**config.mk**
```make
export PLATFORM = sky130hd
export DESIGN_NAME = ptm_timer
export DESIGN_NICKNAME = d
export VERILOG_FILES = /design/src/rtl/ptm_timer.v
export VERILOG_INCLUDE_DIRS = /design/src /design/src/rtl
export SDC_FILE = /design/constraint.sdc
export NUM_CORES = 1
export LEC_CHECK = 0
export ABC_AREA = 1
export BUFFER_PORTS_ARGS = -buffer_cell sky130_fd_sc_hd__buf_2
export CAP_MARGIN = 20
export CELL_PAD_IN_SITES_DETAIL_PLACEMENT = 1
export CELL_PAD_IN_SITES_GLOBAL_PLACEMENT = 1
export CORE_UTILIZATION = 35
export DETAILED_ROUTE_END_ITERATION = 6
export PLACE_DENSITY = 0.71
export SETUP_SLACK_MARGIN = 0.3
export SYNTH_ARGS = -nofsm -noshare
export SYNTH_HDL_FRONTEND = slang
export SYNTH_SLANG_ARGS = --single-unit
```
**constraint.sdc**
```tcl
create_clock -name pclk -period 2.4 [get_ports pclk]
set_input_delay 0.12 -clock pclk [delete_from_list [all_inputs] [get_ports pclk]]
set_output_delay 0.12 -clock pclk [all_outputs]
set_load 0.03 [all_outputs]
```
**src/rtl/ptm_map.vh**
```
// Notes on behaviour
// capture_source_sel 0 picks internal_capture_input, 1 the pin.
// With clear_select set, a comparator A match clears the counter.
// With clear_select low, a P match or an overflow clears the counter.
// With clear_select low, overflow clears only when period_value is zero, else the P match.
// clear_select has no effect in PWM or capture modes.
// The counter reads as count_low and count_high, read-only, reset 0.
// Bits 7 to 2 of every high-byte register read as zero.
// Comparator A is a 10-bit read/write value over two regs, reset 0.
// Comparator P is a 10-bit read/write period over two regs, reset 0.
// With clear_select set in compare mode, never match_p_flag.
// Compare mode with A zero and clear_select set wraps at 0x3FF with no match_a_flag.
// Each count clock compares the whole counter with both values.
`ifndef PTM_MAP_VH
`define PTM_MAP_VH

`define PTM_ADDR_W 8
`define PTM_OFF_CTRL 8'h00
`define PTM_OFF_COUNT_LOW 8'h04
`define PTM_OFF_COUNT_HIGH 8'h08
`define PTM_OFF_MATCH_A_LOW 8'h0C
`define PTM_OFF_MATCH_A_HIGH 8'h10
`define PTM_OFF_PERIOD_LOW 8'h14
`define PTM_OFF_PERIOD_HIGH 8'h18
`define PTM_OFF_STATUS 8'h1C
`define PTM_OFF_CAPTURE_LOW 8'h20
`define PTM_OFF_CAPTURE_HIGH 8'h24

`define PTM_CTRL_RUN 0
`define PTM_CTRL_MODE_LO 1
`define PTM_CTRL_MODE_HI 2
`define PTM_CTRL_CLEAR_SEL 3
`define PTM_CTRL_CAP_SRC 4

`define PTM_STAT_MATCH_A 0
`define PTM_STAT_MATCH_P 1
`define PTM_STAT_CAPTURE 2

`define PTM_MODE_COMPARE 2'h0
`define PTM_MODE_CAPTURE 2'h1
`define PTM_MODE_PWM 2'h2
`define PTM_MODE_TIMER 2'h3

`define PTM_RESET_BYTE 8'h00
`define PTM_RESET_CTRL 5'h00

`endif

```
**src/rtl/ptm_timer.v**
```verilog
// Design decisions made here: the placing of the registers and the APB interface to the registers.
`timescale 1ns/1ps
`include "ptm_map.vh"

module ptm_timer #(
  parameter CNT_W = 10
) (
  input wire pclk,
  input wire presetn,
  input wire clk_en,
  input wire psel,
  input wire penable,
  input wire pwrite,
  input wire [`PTM_ADDR_W-1:0] paddr,
  input wire [31:0] pwdata,
  input wire [3:0] pstrb,
  output reg pready,
  output reg [31:0] prdata,
  output reg pslverr,
  input wire count_tick,
  input wire internal_capture_input,
  input wire external_clock_pin,
  output reg [CNT_W-1:0] count_value,
  output reg match_a_flag,
  output reg match_p_flag,
  output reg capture_flag,
  output reg counter_clear
);

  localparam [CNT_W-1:0] CNT_ZERO = {CNT_W{1'b0}};
  localparam [CNT_W-1:0] CNT_MAX = {CNT_W{1'b1}};
  localparam HI_W = CNT_W - 8;

  // one-hot states of the bus slave
  localparam [2:0] ST_IDLE = 3'b001;
  localparam [2:0] ST_ACCESS = 3'b010;
  localparam [2:0] ST_DONE = 3'b100;

  reg [2:0] state;
  reg [2:0] next_state;

  reg run;
  reg [1:0] mode;
  reg clear_select;
  reg capture_source_sel;
  reg [CNT_W-1:0] comparator_a_value;
  reg [CNT_W-1:0] period_value;
  reg [CNT_W-1:0] capture_value;
  reg trig_prev;

  // address check used by both the write enable and the error answer
  function mapped;
    input [`PTM_ADDR_W-1:0] a;
    begin
      if (a == `PTM_OFF_CTRL)
        mapped = 1'b1;
      else if (a == `PTM_OFF_COUNT_LOW)
        mapped = 1'b1;
      else if (a == `PTM_OFF_COUNT_HIGH)
        mapped = 1'b1;
      else if (a == `PTM_OFF_MATCH_A_LOW)
        mapped = 1'b1;
      else if (a == `PTM_OFF_MATCH_A_HIGH)
        mapped = 1'b1;
      else if (a == `PTM_OFF_PERIOD_LOW)
        mapped = 1'b1;
      else if (a == `PTM_OFF_PERIOD_HIGH)
        mapped = 1'b1;
      else if (a == `PTM_OFF_STATUS)
        mapped = 1'b1;
      else if (a == `PTM_OFF_CAPTURE_LOW)
        mapped = 1'b1;
      else if (a == `PTM_OFF_CAPTURE_HIGH)
        mapped = 1'b1;
      else
        mapped = 1'b0;
    end
  endfunction

  // high-byte view of a 10-bit value, upper bits forced to zero
  function [31:0] high_word;
    input [CNT_W-1:0] v;
    begin
      high_word = {{(32-HI_W){1'b0}}, v[CNT_W-1:8]};
    end
  endfunction

  function [31:0] low_word;
    input [CNT_W-1:0] v;
    begin
      low_word = {24'h0000_00, v[7:0]};
    end
  endfunction

  // ---------------- bus slave ----------------
  wire setup_phase = psel & ~penable;
  wire wr_take = (state == ST_ACCESS) & psel & penable & pwrite & pready;
  wire wr_ok = wr_take & mapped(paddr) & pstrb[0];

  always @* begin
    next_state = state;
    case (state)
      ST_IDLE: begin
        if (setup_phase)
          next_state = ST_ACCESS;
      end
      ST_ACCESS: begin
        next_state = ST_DONE;
      end
      ST_DONE: begin
        if (setup_phase)
          next_state = ST_ACCESS;
        else
          next_state = ST_IDLE;
      end
      default: begin
        next_state = ST_IDLE;
      end
    endcase
  end

  reg [31:0] next_rdata;

  always @* begin
    next_rdata = 32'h0000_0000;
    if (paddr == `PTM_OFF_CTRL)
      next_rdata = {27'h000_0000, capture_source_sel, clear_select,
                    mode, run};
    else if (paddr == `PTM_OFF_COUNT_LOW)
      next_rdata = low_word(count_value);
    else if (paddr == `PTM_OFF_COUNT_HIGH)
      next_rdata = high_word(count_value);
    else if (paddr == `PTM_OFF_MATCH_A_LOW)
      next_rdata = low_word(comparator_a_value);
    else if (paddr == `PTM_OFF_MATCH_A_HIGH)
      next_rdata = high_word(comparator_a_value);
    else if (paddr == `PTM_OFF_PERIOD_LOW)
      next_rdata = low_word(period_value);
    else if (paddr == `PTM_OFF_PERIOD_HIGH)
      next_rdata = high_word(period_value);
    else if (paddr == `PTM_OFF_STATUS)
      next_rdata = {29'h0000_0000, capture_flag, match_p_flag,
                    match_a_flag};
    else if (paddr == `PTM_OFF_CAPTURE_LOW)
      next_rdata = low_word(capture_value);
    else if (paddr == `PTM_OFF_CAPTURE_HIGH)
      next_rdata = high_word(capture_value);
  end

  // one wait-free access: pready rises in the first access cycle
  always @(posedge pclk or negedge presetn) begin
    if (!presetn) begin
      state <= ST_IDLE;
      pready <= 1'b0;
      prdata <= 32'h0000_0000;
      pslverr <= 1'b0;
    end else if (clk_en) begin
      state <= next_state;
      pready <= setup_phase;
      if (setup_phase) begin
        pslverr <= ~mapped(paddr);
        if (!pwrite)
          prdata <= next_rdata;
        else
          prdata <= 32'h0000_0000;
      end else begin
        pslverr <= 1'b0;
        prdata <= 32'h0000_0000;
      end
    end
  end

  // ---------------- configuration ----------------
  always @(posedge pclk or negedge presetn) begin
    if (!presetn) begin
      run <= 1'b0;
      mode <= `PTM_MODE_COMPARE;
      clear_select <= 1'b0;
      capture_source_sel <= 1'b0;
      comparator_a_value <= CNT_ZERO;
      period_value <= CNT_ZERO;
    end else if (clk_en && wr_ok) begin
      if (paddr == `PTM_OFF_CTRL) begin
        run <= pwdata[`PTM_CTRL_RUN];
        mode <= pwdata[`PTM_CTRL_MODE_HI:`PTM_CTRL_MODE_LO];
        clear_select <= pwdata[`PTM_CTRL_CLEAR_SEL];
        capture_source_sel <= pwdata[`PTM_CTRL_CAP_SRC];
      end else if (paddr == `PTM_OFF_MATCH_A_LOW)
        comparator_a_value[7:0] <= pwdata[7:0];
      else if (paddr == `PTM_OFF_MATCH_A_HIGH)
        comparator_a_value[CNT_W-1:8] <= pwdata[HI_W-1:0];
      else if (paddr == `PTM_OFF_PERIOD_LOW)
        period_value[7:0] <= pwdata[7:0];
      else if (paddr == `PTM_OFF_PERIOD_HIGH)
        period_value[CNT_W-1:8] <= pwdata[HI_W-1:0];
    end
  end

  // ---------------- counter core ----------------
  wire compare_like = (mode == `PTM_MODE_COMPARE) |
                      (mode == `PTM_MODE_TIMER);
  // clear_select only matters in compare match and timer modes
  wire use_a_clear = compare_like & clear_select;
  wire period_zero = (period_value == CNT_ZERO);
  wire a_zero = (comparator_a_value == CNT_ZERO);
  wire step = run & count_tick;

  // both comparators see the whole counter on each count clock
  wire hit_a = (count_value == comparator_a_value);
  wire hit_p = (count_value == period_value);
  wire at_max = (count_value == CNT_MAX);

  reg clear_now;
  reg ev_a;
  reg ev_p;

  always @* begin
    clear_now = 1'b0;
    ev_a = 1'b0;
    ev_p = 1'b0;
    if (step) begin
      if (use_a_clear) begin
        // a zero comparator A lets the counter wrap at its top
        clear_now = a_zero ? at_max : hit_a;
        ev_a = hit_a & ~a_zero;
      end else begin
        if (period_zero)
          clear_now = at_max;
        else
          clear_now = hit_p;
        ev_p = period_zero ? at_max : hit_p;
        if (compare_like)
          ev_a = hit_a & ~a_zero;
        else
          ev_a = hit_a;
      end
    end
  end

  // ---------------- capture trigger ----------------
  wire trig = capture_source_sel ? external_clock_pin
                                 : internal_capture_input;
  wire trig_rise = trig & ~trig_prev;
  wire cap_now = run & (mode == `PTM_MODE_CAPTURE) & trig_rise;

  // status clears are write-one; a new event in the same cycle wins
  wire st_wr = wr_ok & (paddr == `PTM_OFF_STATUS);
  wire clr_a = st_wr & pwdata[`PTM_STAT_MATCH_A];
  wire clr_p = st_wr & pwdata[`PTM_STAT_MATCH_P];
  wire clr_c = st_wr & pwdata[`PTM_STAT_CAPTURE];

  always @(posedge pclk or negedge presetn) begin
    if (!presetn) begin
      count_value <= CNT_ZERO;
      capture_value <= CNT_ZERO;
      trig_prev <= 1'b0;
      match_a_flag <= 1'b0;
      match_p_flag <= 1'b0;
      capture_flag <= 1'b0;
      counter_clear <= 1'b0;
    end else if (clk_en) begin
      trig_prev <= trig;
      counter_clear <= clear_now;
      if (clear_now)
        count_value <= CNT_ZERO;
      else if (step)
        count_value <= count_value + {{(CNT_W-1){1'b0}}, 1'b1};
      if (cap_now)
        capture_value <= count_value;
      if (ev_a)
        match_a_flag <= 1'b1;
      else if (clr_a)
        match_a_flag <= 1'b0;
      if (ev_p)
        match_p_flag <= 1'b1;
      else if (clr_p)
        match_p_flag <= 1'b0;
      if (cap_now)
        capture_flag <= 1'b1;
      else if (clr_c)
        capture_flag <= 1'b0;
    end
  end

endmodule

```
==> impl_metrics.csv, run 1 <==
group,metric,value,unit
run_status,status,"completed",
cts,post_cts_buffers,0,
power,finalPower,0.00269,W
cells_and_area,multiInputGateArea,0.00198,mm2
global_route,grt_start_max_net_pins,36,
sta,setup_viol_count_final,0,
drt,vias,3692,
placed_design,placed_area,0.00428,mm2
sta,period_needed,1870,ps
setup_path,critPathLaunch,"state[2]",
drt,wire_per_inst,16.3,um
logic_synthesis,synth-seq-area-share,39.9,%
sta,hold_viol_final,0,
logic_synthesis,avgSynthCellArea,7.34,um2
cts,htreeDepth,3,
cells_and_area,diodes,0,
cells_and_area,areaGrowthSynthToFinish,16.3,%
cells_and_area,seq_area,0.00158,mm2
power,power_density,584,mW/mm2
logic_synthesis,ys_types,40,
setup_path,setup.worst_path.start_class,"flop",
floorplanning,core,0.0109,mm2
logic_synthesis,synth_edf_count,0,
sta,maxSlewViolCount,0,
setup_path,r2r_start,"state[2]",
setup_path,r2r_setup_slack,530,ps
cells_and_area,nets,649,
cells_and_area,fillCellCount,1410,
drt,first_pass_iters,5,
worst_hold_path,holdCritStartpoint,"pwdata[5]",
cells_and_area,drive_gt1_share,21.4,%
placed_design,dp_hpwl,9.29,mm
floorplanning,dieArea,0.0117,mm2
floorplanning,die_h,108,um
sta,worst_slew_pin_slew,729,ps
logic_synthesis,netlist_instances,539,
placed_design,gp_congestion,0.936,
cts,worst_setup_hold_path_clk_slew,60,ps
sta,clock_skew,8.63,ps
cts,cts.sinks,63,
sta,max_freq,535,MHz
logic_synthesis,yosysWarnings,0,
cts,insertion_delay,340,ps
setup_path,cp-end-kind,"flop",
logic_synthesis,synth_area_leader_cell,"dfrtp_1",
floorplanning,rows,38,
global_route,gr-total-overflow,0,
floorplanning,start_util,36.2,%
logic_synthesis,synth_area_leaders,"dfrtp_1 39%, nand2_1 15%, inv_1 5.7%, buf_4 4.6%, nor2_1 4.5%",
drt,drc,0,
worst_hold_path,hold_path.class,"in2reg",
global_route,grt_pass1_wl,19.7,mm
cts,root_buffer,"clkbuf_16",
worst_hold_path,holdPathStages,3,
drt,drtAntennaViolNets,0,
setup_path,worstPathArrival,2080,ps
global_route,grt_pass1_vias,3809,
sta,period_share,77.9,%
power,irDropWorstVdd,0.299,mV
job,drv_cap,0,
setup_path,crit_required,2610,ps
sta,rsz0062_at_grt,"false",
sta,finalSetupTns,0,ps
logic_synthesis,ys.flop_type,"dfrtp_1",
placed_design,port-buffer-count,49,
drt,routed_wl,12.0,mm
floorplanning,io_pins,101,
logic_synthesis,synth-seq-cells,63,
drt,drt_iter0_drc,219,
logic_synthesis,synth_most_common_cell,"nand2_1",
setup_path,critical_path.max_fanout,16,
logic_synthesis,yosys-top-cells-count,"160 x nand2_1, 62 x dfrtp_1, 60 x inv_1",
global_route,antenna_found_initial,0,
cts,tritoncts,"yes",
sta,max-slew-margin-rel,51.4,%
cts,cts_max_path_buffers,2,
setup_path,criticalPathCategory,"reg2reg",
logic_synthesis,async_flop_share,100,%
setup_path,ff2ff_path_depth,6,
cells_and_area,fin_area,0.00461,mm2
logic_synthesis,syn-cell-area,0.00396,mm2
cts,numCtsBuffers,9,
power,p_leak,2.48,nW
logic_synthesis,yosys.area.top_type_share,39.2,%
floorplanning,die_w,108,um
global_route,grt_usage,22.4,%
drt,via_per_inst,5.00,
==> registers in the layout, indices dropped and copies added, names as in the netlist, 2 cells and up <==
register	cells
capture_value	10
period_value	10
count_value	10
mode	2
prdata	8
comparator_a_value	10
state	3
==> area by class of cell <==
type,count,share of cell area [%]
multi-input combinational,396,42.9
clock buffer,11,5.49
clock inverter,5,1.22
inverter,69,5.62
tap,140,3.80
sequential,63,34.3
timing repair buffer,55,6.63
==> timing repair <==
item,in CTS,in global routing
endpoints found under the hold margin,28,0
hold buffers,1,0
resized for setup,0,3
setup endpoints to repair,0,11
==> worst paths after layout <==
check / end
worst min-delay path: comparator_a_value[5]
worst max register to register: comparator_a_value[1]
max in group asynchronous: state[0]
worst min register to register: prdata[4]
worst max-delay path: comparator_a_value[1]
min in group asynchronous: capture_flag
==> cells by family after synthesis <==
family | count (synthesis) | share of synthesized area (%)
AOI/OAI and AO/OA | 91 | 13.8
buffers and inverters | 103 | 12.5
DFF | 63 | 39.9
xor gates and xnor gates | 10 | 2.21
and+or+nand+nor | 269 | 30.9
adders and majority gates | 2 | 0.632
other | 1 | 0.0947
==> cells in the final DEF (no fill, tap or decap), drive strengths merged <==
master / netlist / layout
a211oi: 1 / 1
a21boi: 1 / 1
a21oi: 21 / 21
a32oi: 1 / 1
buf: 27 / 54
bufinv: 0 / 1
clkbuf: 7 / 11
clkinv: 0 / 3
clkinvlp: 0 / 1
conb: 1 / 24
dfrtp: 62 / 62
dfstp: 1 / 1
dlygate4sd3: 0 / 1
ha: 2 / 2
inv: 69 / 69
nand2: 175 / 175
nand3: 25 / 25
nand3b: 1 / 1
nand4: 8 / 8
nor2: 53 / 53
nor3: 5 / 5
o211ai: 1 / 1
o21a: 1 / 1
o21ai: 56 / 56
o21bai: 2 / 2
o221ai: 1 / 1
o22ai: 5 / 5
o31ai: 1 / 1
or2: 2 / 2
xor2: 10 / 10
==> per-layer routing <==
| metal | global-route usage (%) | up-vias | share of wire [%] | routed length [um] |
|---|---|---|---|---|
| li1 | - | 1775 | - | - |
| met1 | 29.6 | 1796 | 45 | 5410 |
| met2 | 37.8 | 101 | 48 | 5770 |
| met3 | 2.65 | 20 | 4.9 | 591 |
| met4 | 8.11 | 0 | 2.1 | 252 |
| met5 | 0 | - | 0 | 0 |
==> per-stage QoR <==
step                instances  setup slack [ps]  utilization, %  hold slack, ps
global route              739               308            42.1            79.9
CTS                       739               421            42.0            51.9
floorplan                 562               658               -            -176
finish                    739               531            42.1            56.8
global placement          722               543            39.1             195
detailed placement        722               427            39.1             207
==> worst max-delay path, stage by stage (launching register included) <==
cell      delay, ps
dfrtp_1         400
inv_1            80
nand3_1         160
nor3_4          560
nand3b_4        310
nand2_1         160
o21ai_2          60
==> where the power goes <==
group	leakage [nW]	total, W	switching (W)	internal (W)
clock	0.152	0.00135	0.000490	0.000858
sequential	0.824	0.00110	0.0000122	0.00109
combinational	1.50	0.000243	0.000184	0.0000590
Power figures use the tool's default switching activity.
==> inputs of run 2 (changes only) <==
--- a/config.mk
+++ b/config.mk
@@ -6,14 +6,14 @@
 export SDC_FILE = /design/constraint.sdc
 export NUM_CORES = 1
 export LEC_CHECK = 0
-export ABC_AREA = 1
+export ABC_AREA = 0
 export BUFFER_PORTS_ARGS = -buffer_cell sky130_fd_sc_hd__buf_2
 export CAP_MARGIN = 20
 export CELL_PAD_IN_SITES_DETAIL_PLACEMENT = 1
 export CELL_PAD_IN_SITES_GLOBAL_PLACEMENT = 1
 export CORE_UTILIZATION = 35
 export DETAILED_ROUTE_END_ITERATION = 6
-export PLACE_DENSITY = 0.71
+export PLACE_DENSITY = 0.67
 export SETUP_SLACK_MARGIN = 0.3
 export SYNTH_ARGS = -nofsm -noshare
 export SYNTH_HDL_FRONTEND = slang
==> constraint.sdc (replaced) <==
create_clock -name pclk -period 1.9 [get_ports pclk]
set_input_delay 0.095 -clock pclk [delete_from_list [all_inputs] [get_ports pclk]]
set_output_delay 0.095 -clock pclk [all_outputs]
set_load 0.03 [all_outputs]
==> impl_metrics.csv, run 2 <==
group,metric,value,unit
logic_synthesis,syn-cell-area,0.00380,mm2
setup_path,critical_path.max_fanout,4,
cells_and_area,diodes,0,
logic_synthesis,yosys-top-cells-count,"62 x dfrtp_1, 29 x mux2_2, 29 x nand2_1",
logic_synthesis,avgSynthCellArea,10.1,um2
sta,rsz0062_at_grt,"true",
logic_synthesis,synth_xor_area_share,4.84,%
cts,worst_setup_hold_path_clk_slew,80,ps
setup_path,crit_top_cell,"nor3_4",
sta,worst_slew_pin_slew,584,ps
power,power_density,524,mW/mm2
cts,tritoncts,"yes",
drt,first_pass_iters,4,
cts,cts_max_path_buffers,2,
cells_and_area,nets,558,
worst_hold_path,holdPathEnd,"state[0]",
global_route,grt_pass1_wl,20.4,mm
setup_path,max_stage_delay,580,ps
cts,numCtsBuffers,9,
worst_hold_path,hold_path.class,"in2reg",
cells_and_area,final_cells,644,
sta,worst_slack,-258,ps
logic_synthesis,synth_edf_count,0,
logic_synthesis,synthAdderAreaFrac,0.659,%
floorplanning,io_pins,101,
cells_and_area,areaGrowthSynthToFinish,38.2,%
drt,drc,0,
drt,wire_per_inst,20.1,um
cells_and_area,drive_gt1_share,47.0,%
worst_hold_path,holdPathStages,3,
placed_design,place_ws,-262,ps
placed_design,place_inst,603,
setup_path,r2r_setup_slack,-260,ps
floorplanning,die_h,106,um
placed_design,gp_congestion,0.857,
sta,period_share,114,%
cts,htreeDepth,3,
setup_path,timing.rr.end,"count_value[5]",
global_route,antenna_found_initial,0,
setup_path,worstPathArrival,2420,ps
logic_synthesis,yosys.area.top_type_share,40.8,%
floorplanning,rows,37,
cells_and_area,final_common_cell,"buf_4",
placed_design,dp_hpwl,9.42,mm
logic_synthesis,netlist_instances,376,
logic_synthesis,muxShareOfSynthArea,12.2,%
floorplanning,core,0.0104,mm2
sta,maxSlewViolCount,0,
power,irDropWorstVdd,0.279,mV
global_route,gr-total-overflow,0,
drt,via_per_inst,5.26,
cells_and_area,fin_util,50.4,%
drt,vias,3387,
setup_path,cp_top_family,"simple AND/OR/NAND/NOR gates",
sta,max_freq,463,MHz
setup_path,setup.worst_path.start_class,"flop",
drt,drt_iter0_drc,259,
global_route,grt_pass1_vias,3645,
drt,drtAntennaViolNets,0,
placed_design,port-buffer-count,49,
job,drv_cap,0,
setup_path,crit_required,2160,ps
cells_and_area,layout_common_cells,"74 x buf_4, 53 x dfrtp_1, 49 x buf_2, 26 x nand2_1, 24 x conb_1",
floorplanning,dieArea,0.0113,mm2
worst_hold_path,holdCritStartpoint,"penable",
logic_synthesis,ys.flop_type,"dfrtp_1",
sta,max-slew-margin-rel,61.1,%
sta,setup_viol_count_final,13,
cts,cts.sinks,63,
setup_path,path_buf_inv,1,
run_status,status,"complete, but fails checks",
setup_path,path_cells,"or4_4, nor3_4, nor4bb_4, nor3_4, buf_4, nand3_1, o311ai_4",
run_status,violations,"setup timing",
sta,hold_viol_final,0,
logic_synthesis,synth_compound_area_share,12.6,%
drt,routed_wl,12.9,mm
logic_synthesis,synth_top_family_by_area,"simple AND/OR/NAND/NOR gates",
logic_synthesis,synth_most_common_cell,"dfrtp_1",
logic_synthesis,synth_area_leaders,"dfrtp_1 41%, mux2_2 8.6%, buf_4 4.7%, xnor2_1 3.0%, nand2_1 2.9%",
floorplanning,start_util,36.5,%
logic_synthesis,async_flop_share,100,%
setup_path,cp-end-kind,"flop",
logic_synthesis,ys_types,57,
logic_synthesis,synth-seq-cells,63,
setup_path,slowest_stage,"or4_4",
sta,period_needed,2160,ps
cts,root_buffer,"clkbuf_8",
global_route,grt_start_max_net_pins,25,
global_route,grt_usage,24.4,%
cts,insertion_delay,360,ps
setup_path,ff2ff_path_depth,7,
sta,clock_skew,13.7,ps
logic_synthesis,synth_simple_gate_area_share,19.8,%
setup_path,r2r_start,"comparator_a_value[5]",
floorplanning,die_w,106,um
logic_synthesis,synth-seq-area-share,41.5,%
power,finalPower,0.00275,W
logic_synthesis,yosysWarnings,0,
logic_synthesis,synth_area_leader_cell,"dfrtp_1",
setup_path,criticalPathCategory,"reg2reg",
power,p_leak,2.57,nW
==> run 2: changes by cell type in the layout (fill, tap and decap cells not counted), sizes merged, moves of 10 or more <==
cell   change
nor4      +10
inv       -56
nor2      -39
xnor2     +13
o21ai     -42
mux2      +34
buf       +78
a21oi     -11
nand2    -144
==> run 2: final cells by class <==
cell class | instances | area [um2]
Clock buffer | 13 | 169
Sequential cell | 63 | 1590
Timing Repair Buffer | 136 | 960
Inverter | 13 | 48.8
Multi-Input combinational cell | 280 | 2300
Fill cell | 1201 | 5160
Tap cell | 136 | 170
Clock inverter | 3 | 17.5
==> run 2: logic make-up (layout without fill, tap and decap cells) <==
group | after synthesis | in the layout
buffers and inverters | 56 | 165
muxes | 40 | 40
DFF | 63 | 63
AOI/OAI and AO/OA | 66 | 66
and+or+nand+nor | 127 | 127
xor gates and xnor gates | 21 | 21
adders and majority gates | 2 | 2
other | 1 | 24
==> run 2: what timing repair did <==
item / CTS / global route
resized for setup: 38 / 31
setup endpoints to repair: 42 / 43
endpoints found under the hold margin: 50 / 0
hold buffers: 4 / 0
setup buffers: 18 / 3
pin swaps: 27 / 13
==> run 2: stage by stage <==
step           setup TNS, ps  hold slack, ps  cell area, um2
6_report               -2080            26.7            5250
5_1_grt                -2850            22.7            5250
4_1_cts                 -538            22.9            5120
3_5_place_dp           -2550            18.4            4570
3_3_place_gp           -1760            25.4            4570
2_1_floorplan           -566            -201            3960
==> run 2: power by group <==
group / total (W) / switching [W] / internal [W]
clock: 0.00112 / 0.000543 / 0.000577
sequential: 0.00136 / 0.00000928 / 0.00135
combinational: 0.000269 / 0.000186 / 0.0000825
==> run 2: worst max-delay path by stage <==
| stage | from | to | slack, ps | cells after the start |
|---|---|---|---|---|
| finish | comparator_a_value[5] | count_value[5] | -260 | 7 |
| global route | comparator_a_value[5] | count_value[5] | -300 | 7 |
| CTS | period_value[1] | count_value[5] | -110 | 6 |
| detailed placement | period_value[4] | count_value[7] | -260 | 6 |
| global placement | comparator_a_value[5] | count_value[7] | -180 | 6 |
| floorplan | count_value[4] | count_value[6] | -160 | 7 |
==> run 2: worst register-to-register path, stage by stage, from the launching register on <==
cell,delay [ps]
dfrtp_1,420
or4_4,580
nor3_4,250
nor4bb_4,100
nor3_4,320
buf_4,190
nand3_1,120
o311ai_4,80
==> run 2: routing by layer <==
metal	GRT usage (%)	vias up	wire [um]
met5	0	-	0
met4	8.23	0	199
met3	4.90	11	583
met2	40.4	99	6290
met1	31.9	1695	5870
li1	-	1582	-
